**config.mk**
```make
export PLATFORM = sky130hd
export DESIGN_NAME = rtca_target
export DESIGN_NICKNAME = d
export VERILOG_FILES = /design/src/core/rtca_pkg.sv /design/src/core/rtca_target.sv
export SDC_FILE = /design/constraint.sdc
export NUM_CORES = 1
export LEC_CHECK = 0
export BUFFER_PORTS_ARGS = -buffer_cell sky130_fd_sc_hd__clkbuf_2
export CAP_MARGIN = 30
export CORE_ASPECT_RATIO = 0.75
export CORE_MARGIN = 2
export CORE_UTILIZATION = 60
export DETAILED_ROUTE_END_ITERATION = 10
export PLACE_DENSITY = 0.91
export SLEW_MARGIN = 20
export SYNTH_ARGS = -nofsm -noshare
export SYNTH_HDL_FRONTEND = slang
export SYNTH_SLANG_ARGS = --single-unit
export TNS_END_PERCENT = 10
```
**constraint.sdc**
```tcl
create_clock -name mclk -period 6.8 [get_ports mclk]
set_clock_uncertainty 0.2 [all_clocks]
set_input_delay 1.02 -clock mclk [delete_from_list [all_inputs] [get_ports mclk]]
set_output_delay 1.02 -clock mclk [all_outputs]
set_load 0.1 [all_outputs]
```
**src/core/rtca_pkg.sv**
```systemverilog
// Constants and types shared by the serial read target and its bench.
// Assumes one 250 MHz system clock; the bus pins are asynchronous to it.
package rtca_pkg;

   localparam int CLK_PERIOD_NS = 4;
   localparam int TIMEOUT_MS    = 500;
   localparam int TIMEOUT_CYC   = TIMEOUT_MS * 1000000 / CLK_PERIOD_NS;
   localparam int TMO_W         = 27;

   localparam int PTR_W  = 5;
   localparam int MODE_W = 3;
   localparam int BYTE_W = 8;

   // Value is arbitrary; set the real target address by parameter.
   localparam logic [6:0]       DEV_ADDR_DEF = 7'h2a;
   localparam logic [PTR_W-1:0] PTR_RESET    = 5'h00;
   localparam logic [2:0]       LAST_BIT     = 3'h7;
   localparam int               MODE_LSB     = 5;

   typedef enum logic [3:0] {
      S_IDLE,
      S_DEV,
      S_DEV_ACK,
      S_REG,
      S_REG_ACK,
      S_WR,
      S_WR_ACK,
      S_RD,
      S_RD_ACK
   } rtca_state_t;

endpackage

```
**src/core/rtca_target.sv**
```systemverilog
// Two-wire serial target: addressed and current-address reads, access hold.
// Assumes the register file answers reg_rdata combinationally for reg_addr
// on mclk, and that sda/scl pins are synchronised here.
//
// Overview of operation
// - After Sr, target address with read bit is acknowledged; read begins.
// - After that acknowledge, data bytes leave MSB first, one bit per clock.
// - A master acknowledge on the ninth bit makes the next byte follow.
// - A master not-acknowledge ends the read and releases the data line.
// - Register pointer advances by one after each byte transferred.
// - Pointer resets to 00h, so the first plain read after reset starts at register 00h.
// - Carries into clock registers are held from start until stop.
// - Half a second after start the access is forcibly ended.
// - A repeated start does not restart the half-second timeout.
// - Register byte: low five bits address, upper three bits mode.
`timescale 1ns/10ps
module rtca_target #(
   parameter int         TIMEOUT_CYC_P = rtca_pkg::TIMEOUT_CYC,
   parameter logic [6:0] DEV_ADDR      = rtca_pkg::DEV_ADDR_DEF
) (
   input  wire logic                         mclk,
   input  wire logic                         reset,
   input  wire logic                         scl_i,
   input  wire logic                         sda_i,
   output logic                              sda_o,
   output logic                              sda_oe,
   output logic [rtca_pkg::PTR_W-1:0]        reg_addr,
   input  wire logic [rtca_pkg::BYTE_W-1:0]  reg_rdata,
   output logic                              rd_en,
   output logic [rtca_pkg::BYTE_W-1:0]       wr_data,
   output logic                              wr_en,
   output logic [rtca_pkg::MODE_W-1:0]       xfer_mode,
   output logic                              count_hold
);
   import rtca_pkg::*;

   typedef struct packed {
      logic                scl_s1;
      logic                scl_s2;
      logic                scl_d;
      logic                sda_s1;
      logic                sda_s2;
      logic                sda_d;
      rtca_state_t         st;
      logic [2:0]          bitcnt;
      logic                phase;
      logic                rw;
      logic                mack;
      logic [BYTE_W-1:0]   shreg;
      logic [PTR_W-1:0]    ptr;
      logic [MODE_W-1:0]   mode;
      logic                sda_oe;
      logic                hold;
      logic [TMO_W-1:0]    tmo_cnt;
      logic                rd_en;
      logic                wr_en;
   } rtca_regs_t;

   rtca_regs_t r_reg;
   rtca_regs_t r_next;

   logic              start_det;
   logic              stop_det;
   logic              scl_rise;
   logic              scl_fall;
   logic              tmo_hit;
   logic [BYTE_W-1:0] in_byte;

   // Edges are taken only from the second synchroniser stage onward.
   assign start_det = r_reg.scl_s2 & r_reg.sda_d & ~r_reg.sda_s2;
   assign stop_det  = r_reg.scl_s2 & ~r_reg.sda_d & r_reg.sda_s2;
   assign scl_rise  = r_reg.scl_s2 & ~r_reg.scl_d;
   assign scl_fall  = ~r_reg.scl_s2 & r_reg.scl_d;
   assign tmo_hit   = r_reg.tmo_cnt == TMO_W'(TIMEOUT_CYC_P - 1);
   assign in_byte   = {r_reg.shreg[BYTE_W-2:0], r_reg.sda_s2};

   always_comb begin
      r_next        = r_reg;
      r_next.rd_en  = 1'b0;
      r_next.wr_en  = 1'b0;
      r_next.scl_s1 = scl_i;
      r_next.scl_s2 = r_reg.scl_s1;
      r_next.scl_d  = r_reg.scl_s2;
      r_next.sda_s1 = sda_i;
      r_next.sda_s2 = r_reg.sda_s1;
      r_next.sda_d  = r_reg.sda_s2;
      if (r_reg.hold) begin
         r_next.tmo_cnt = r_reg.tmo_cnt + 1'b1;
      end
      if (r_reg.hold && tmo_hit) begin
         // A stuck master must not freeze the time count for ever.
         r_next.hold   = 1'b0;
         r_next.st     = S_IDLE;
         r_next.sda_oe = 1'b0;
      end else if (start_det) begin
         r_next.st     = S_DEV;
         r_next.bitcnt = '0;
         r_next.phase  = 1'b0;
         r_next.sda_oe = 1'b0;
         if (!r_reg.hold) begin
            r_next.hold    = 1'b1;
            r_next.tmo_cnt = '0;
         end
      end else if (stop_det) begin
         r_next.st     = S_IDLE;
         r_next.hold   = 1'b0;
         r_next.sda_oe = 1'b0;
      end else if (scl_rise) begin
         unique case (r_reg.st)
            S_DEV, S_REG, S_WR: begin
               r_next.shreg  = in_byte;
               r_next.bitcnt = r_reg.bitcnt + 1'b1;
               if (r_reg.bitcnt == LAST_BIT) begin
                  r_next.phase = 1'b0;
                  if (r_reg.st == S_DEV) begin
                     if (r_reg.shreg[6:0] == DEV_ADDR) begin
                        r_next.rw = r_reg.sda_s2;
                        r_next.st = S_DEV_ACK;
                     end else begin
                        r_next.st = S_IDLE;
                     end
                  end else if (r_reg.st == S_REG) begin
                     r_next.ptr  = in_byte[PTR_W-1:0];
                     r_next.mode = in_byte[BYTE_W-1:MODE_LSB];
                     r_next.st   = S_REG_ACK;
                  end else begin
                     r_next.wr_en = 1'b1;
                     r_next.st    = S_WR_ACK;
                  end
               end
            end
            S_RD: begin
               r_next.bitcnt = r_reg.bitcnt + 1'b1;
               if (r_reg.bitcnt == LAST_BIT) begin
                  r_next.ptr   = r_reg.ptr + 1'b1;
                  r_next.phase = 1'b0;
                  r_next.st    = S_RD_ACK;
               end
            end
            S_RD_ACK: begin
               r_next.mack = ~r_reg.sda_s2;
            end
            S_IDLE, S_DEV_ACK, S_REG_ACK, S_WR_ACK: begin
            end
         endcase
      end else if (scl_fall) begin
         unique case (r_reg.st)
            S_DEV_ACK, S_REG_ACK, S_WR_ACK: begin
               if (!r_reg.phase) begin
                  r_next.sda_oe = 1'b1;
                  r_next.phase  = 1'b1;
               end else begin
                  r_next.sda_oe = 1'b0;
                  r_next.phase  = 1'b0;
                  if (r_reg.st == S_DEV_ACK && r_reg.rw) begin
                     r_next.shreg  = reg_rdata;
                     r_next.sda_oe = ~reg_rdata[BYTE_W-1];
                     r_next.rd_en  = 1'b1;
                     r_next.st     = S_RD;
                  end else if (r_reg.st == S_DEV_ACK) begin
                     r_next.st = S_REG;
                  end else if (r_reg.st == S_REG_ACK) begin
                     r_next.st = S_WR;
                  end else begin
                     r_next.ptr = r_reg.ptr + 1'b1;
                     r_next.st  = S_WR;
                  end
               end
            end
            S_RD: begin
               r_next.shreg  = r_reg.shreg << 1;
               r_next.sda_oe = ~r_reg.shreg[BYTE_W-2];
            end
            S_RD_ACK: begin
               if (!r_reg.phase) begin
                  r_next.sda_oe = 1'b0;
                  r_next.phase  = 1'b1;
               end else if (r_reg.mack) begin
                  r_next.shreg  = reg_rdata;
                  r_next.sda_oe = ~reg_rdata[BYTE_W-1];
                  r_next.rd_en  = 1'b1;
                  r_next.phase  = 1'b0;
                  r_next.st     = S_RD;
               end else begin
                  r_next.sda_oe = 1'b0;
                  r_next.st     = S_IDLE;
               end
            end
            S_IDLE, S_DEV, S_REG, S_WR: begin
            end
         endcase
      end
   end

   // Synchronisers reset high so a released bus shows no false start.
   always_ff @(posedge mclk) begin
      if (reset) begin
         r_reg        <= '0;
         r_reg.scl_s1 <= 1'b1;
         r_reg.scl_s2 <= 1'b1;
         r_reg.scl_d  <= 1'b1;
         r_reg.sda_s1 <= 1'b1;
         r_reg.sda_s2 <= 1'b1;
         r_reg.sda_d  <= 1'b1;
         r_reg.st     <= S_IDLE;
         r_reg.ptr    <= PTR_RESET;
      end else begin
         r_reg <= r_next;
      end
   end

   assign sda_o      = 1'b0;
   assign sda_oe     = r_reg.sda_oe;
   assign reg_addr   = r_reg.ptr;
   assign rd_en      = r_reg.rd_en;
   assign wr_data    = r_reg.shreg;
   assign wr_en      = r_reg.wr_en;
   assign xfer_mode  = r_reg.mode;
   assign count_hold = r_reg.hold;

endmodule

```
---- Word level (Yosys, flattened, before mapping) ----
Cells that the tools add are included.
word-level totals
  register bits after elaboration ......... 63
  input port bits ......................... 12
  output and inout port bits .............. 21
  word-level logic and storage cells ...... 190
cells by class
  add/sub/neg operators ................... 3
  equal/unequal tests ..................... 36
  mux-type cells .......................... 80
  bitwise logic cells ..................... 20
  reductions and logical operators ........ 31
operators by type and width
  operator                 number
  $mux W27                 3
  $mux W8                  7
  $mux W13                 3
  $mux W5                  6
  $mux W29                 1
  $mux W1                  28
  $mux W4                  7
  $add A27 B1 Y27 const B  1
  $eq A27 B27 Y1 const B   1
  $ne A5 B5 Y1 const B     5
  $ne A3 B3 Y1 const B     8
  $pmux W8 S3              1
  $mux W2                  11
  $mux W22                 1
  $reduce_and A7 Y1        3
  $mux W3                  6
  $ne A6 B6 Y1 const B     3
  $eq A4 B3 Y1 const B     4
  $pmux W8 S2              1
  $reduce_and A8 Y1        2
  $not A1 Y1               14
  $reduce_and A14 Y1       1
  $reduce_bool A3 Y1       4
  $reduce_bool A4 Y1       3
  other kinds (30)         46

---- Depth between registers and ports, before layout ----
  depth after elaboration ................. 13
  depth in mapped cells ................... 8
  depth with buffers taken out ............ 7

---- Worst setup path after synthesis ----
OpenSTA, ideal clock, no wires.
  kind .................................... reg2reg
  start ................................... reg r_reg (netlist bit count_hold)
  end ..................................... reg r_reg (netlist bit wr_data[1])
  library setup time ...................... 0.141 ns
  data arrival time ....................... 2.674 ns
  required time ........................... 6.459 ns
  slack ................................... 3.785 ns
  cell stages (with the launch flop) ...... 9
  path buffers ............................ 3
  clock period less this slack ............ 3.015 ns
  path through ............................ dfxtp_1 -> clkbuf_1 -> nand3_1 -> or4_1 -> buf_2 -> o21a_1 -> clkbuf_1 -> a31oi_1 -> a311oi_2
between the ends
  word-level cells in the longest chain between the ends .. 3
RTL lines
  element                              RTL line            RTL
  from (decl)                          rtca_target.sv:59   rtca_regs_t r_reg;
  from (signal assigned)               rtca_target.sv:208  r_reg <= r_next;
  $logic_and A1 B1 Y1                  rtca_target.sv:90   if (r_reg.hold && tmo_hit) begin
  $not A1 Y1 (no source line)          n/a
  $reduce_and A10 Y1 (no source line)  n/a
No other way between the ends.
A chain may end at the register's enable or synchronous reset.

---- Worst setup path in the final report ----
  start ................................... reg r_reg (netlist bit r_next[60])
  end ..................................... reg r_reg (netlist bit wr_data[1])
between the ends
  word-level cells in the longest chain between the ends .. 4
  elaborated cells on any way between the ends .. 18
  classes of those cells .................. 5 x eq/ne; 1 x mux; 9 x bitwise; 3 x reduce/logical
RTL lines
  element                                                            RTL line                                                 RTL
  $and A1 B1 Y1 (tied with other cells)                              rtca_target.sv:71                                        assign stop_det = r_reg.scl_s2 & ~r_reg.sda_d & r_reg.sda_s2;
  $and A1 B1 Y1, on equally long branches                            rtca_target.sv:71, rtca_target.sv:70, rtca_target.sv:73
  $not A1 Y1 (no source line) or $reduce_bool A2 Y1 (tied branches)  n/a
  $reduce_and A10 Y1 (no source line)                                n/a
Parallel ways exist; a longest one is shown, timed or not.

==> impl_metrics.json <==
{
  "ys.flop_type": "dfxtp_1",
  "cp_num_buf_inv": 2,
  "yosysWarnings": 0,
  "yosysTopAreaCell": "dfxtp_1",
  "drt_iter0_markers": 512,
  "post_cts_buffers": 0,
  "timing.hold.ws_ps": 226,
  "cp_cell_sequence": "ha_1 > inv_1 > a21oi_1 > o32ai_1 > clkbuf_2 > and3_1 > a311oi_2",
  "hold_viol": 0,
  "maxSlewHeadroom": 0.457,
  "die_area_sq_um": 6490,
  "max_freq_mhz": 315,
  "synth-edff-count": 0,
  "ys_types": 60,
  "syn_area_per_cell_sq_um": 8.19,
  "initial_core_util": 0.613,
  "place_congestion": 1.06,
  "tns_ps": 0,
  "grt_pass1_wl_mm": 13.6,
  "antenna-diode-count": 0,
  "drive_above_1_share": 0.147,
  "ys_seq_area_frac": 0.359,
  "placed_area_sq_um": 3540,
  "drv_slew": 0,
  "syn_inst": 429,
  "netlist_top_cells_count": "dfxtp_1, nor2_1, nand2_1, a21oi_1, o21ai_0",
  "ir_drop_mv": 0.103,
  "io_pins": 33,
  "crit_type": "flop to flop",
  "grt_max_degree": 29,
  "routedWlPerCell_microns": 16.3,
  "drc": 0,
  "maxCapViolations": 0,
  "fillCellCount": 457,
  "reg2reg_slack_ps": 3620,
  "syn-cell-area_sq_um": 3510,
  "largest_register_ffs": 39,
  "numCtsBuffers": 9,
  "startpoint_type": "flop",
  "grt_usage": 0.265,
  "crit_family": "compound AO/OA/AOI/OAI gates",
  "fin_area_sq_um": 3740,
  "status": "finished, final reports clean",
  "crit_slowest_cell": "o32ai_1",
  "port_buffers": 31,
  "hold_path.class": "flop to flop",
  "ys_ff_latch": 63,
  "die_x_microns": 92.4,
  "via_per_inst": 6.42,
  "final-setup-viol-count": 0,
  "power.leakage_nw": 1.34,
  "crit_fanout": 24,
  "timing.critical_path.required_ps": 6800,
  "firstDrtPassIters": 7,
  "core_area_sq_um": 5740,
  "clock_sinks": 63,
  "place_hpwl_mm": 5.79,
  "ant_nets": 0,
  "cts_hold_buf": 0,
  "total_power_mw": 0.741,
  "min_period_ps": 3180,
  "yosysTopAreaCellShare": 0.359,
  "synth.most_common_cell": "dfxtp_1",
  "rows": 24,
  "synth.net_count": 448,
  "rsz0062_at_grt": "false",
  "grt.overflow.total": 0,
  "clock_latency_ps": 350,
  "wirelength_mm": 8.36,
  "arrival_ps": 3180,
  "synthArstFlopShare": 0,
  "worst_path_largest_cell_delay_ps": 560,
  "synthTopCellsByArea": "dfxtp_1, nor2_1, xnor2_1",
  "cts_tree": "yes",
  "nets": 450,
  "vias": 3301,
  "cp-end-kind": "flop",
  "areaGrowthSynthToFinish_pct": 6.55,
  "clkTransAtPathRegs_ps": 70,
  "antenna_found_initial": 0,
  "cts_resized": 0,
  "clk_path_buf_depth": 2,
  "worst_slew_pin_slew_ps": 814,
  "p_per_area_nw_per_um2": 198,
  "first_global_vias": 2820,
  "htree_levels": 3,
  "period_share": 0.467,
  "die_y_microns": 70.3,
  "cts-root-buf": "clkbuf_8"
}
[final timing paths]
kind                                       startpoint                 endpoint  cells past startpoint
worst min register to register  r_next[61]$_SDFF_PP1_    r_next[60]$_SDFF_PP1_                      1
worst min-delay path            r_next[61]$_SDFF_PP1_    r_next[60]$_SDFF_PP1_                      1
worst max-delay path            r_next[60]$_SDFF_PP1_  wr_data[1]$_SDFFE_PP0P_                      7
worst max register to register  r_next[60]$_SDFF_PP1_  wr_data[1]$_SDFFE_PP0P_                      7
[metrics by stage]
stage / util / std cells / worst slack, ps
after floorplan: - / 429 / 3790
after global placement: 0.618 / 497 / 3700
after detailed placement: 0.618 / 497 / 3550
after CTS: 0.652 / 513 / 3520
after global routing: 0.653 / 514 / 3490
final: 0.653 / 514 / 3620
[per-layer routing]
layer / vias to the layer above / global-route usage / wire [microns]
met2: 196 / 0.383 / 3690
met3: 27 / 0.0863 / 876
li1: 1553 / - / -
met4: 0 / 0.0763 / 132
met5: - / 0 / 0
met1: 1525 / 0.377 / 3670
[area by class of cell]
cell class / count / area, sq um / area share
timing repair buffer: 33 / 168 / 0.0448
clock buffer: 14 / 183 / 0.0488
clock inverter: 2 / 12.5 / 0.00334
sequential: 63 / 1260 / 0.337
inverter: 15 / 56.3 / 0.0150
tap: 78 / 97.6 / 0.0261
multi-input combinational: 309 / 1970 / 0.525
[kinds of logic (layout without fill, tap and decap cells)]
group | count (synthesis) | count (layout) | share of synthesized area
simple gates | 171 | 171 | 0.261
compound gates | 101 | 101 | 0.198
flops | 63 | 63 | 0.359
buf+inv | 57 | 64 | 0.0815
xor+xnor | 22 | 22 | 0.0548
fa+ha+maj | 8 | 8 | 0.0278
mux | 6 | 6 | 0.0171
other cells | 1 | 1 | 0.00107
[worst reg2reg max path, stage by stage (launching register included)]
cell,delay (ps)
dfxtp_1,380
ha_1,500
inv_1,370
a21oi_1,110
o32ai_1,560
clkbuf_2,280
and3_1,460
a311oi_2,180
[cells in the final DEF (no fill, tap or decap), types with 8 or more instances in the layout]
master     n
nor4_1     8
clkbuf_8  13
dfxtp_1   63
inv_1     14
o21ai_0   23
xnor2_1   15
nand2_1   34
clkbuf_2  32
nand3_1   15
a31oi_1   12
a21oi_1   23
nand4_1   11
nor2_1    38
nor3_1    10
[where the power goes]
group          switching (mW)  internal, mW  leakage, nW
clock                   0.143         0.172       0.0987
combinational          0.0337        0.0138        0.735
sequential            0.00631         0.373        0.509
No activity file was read; power rests on OpenSTA's default activity.
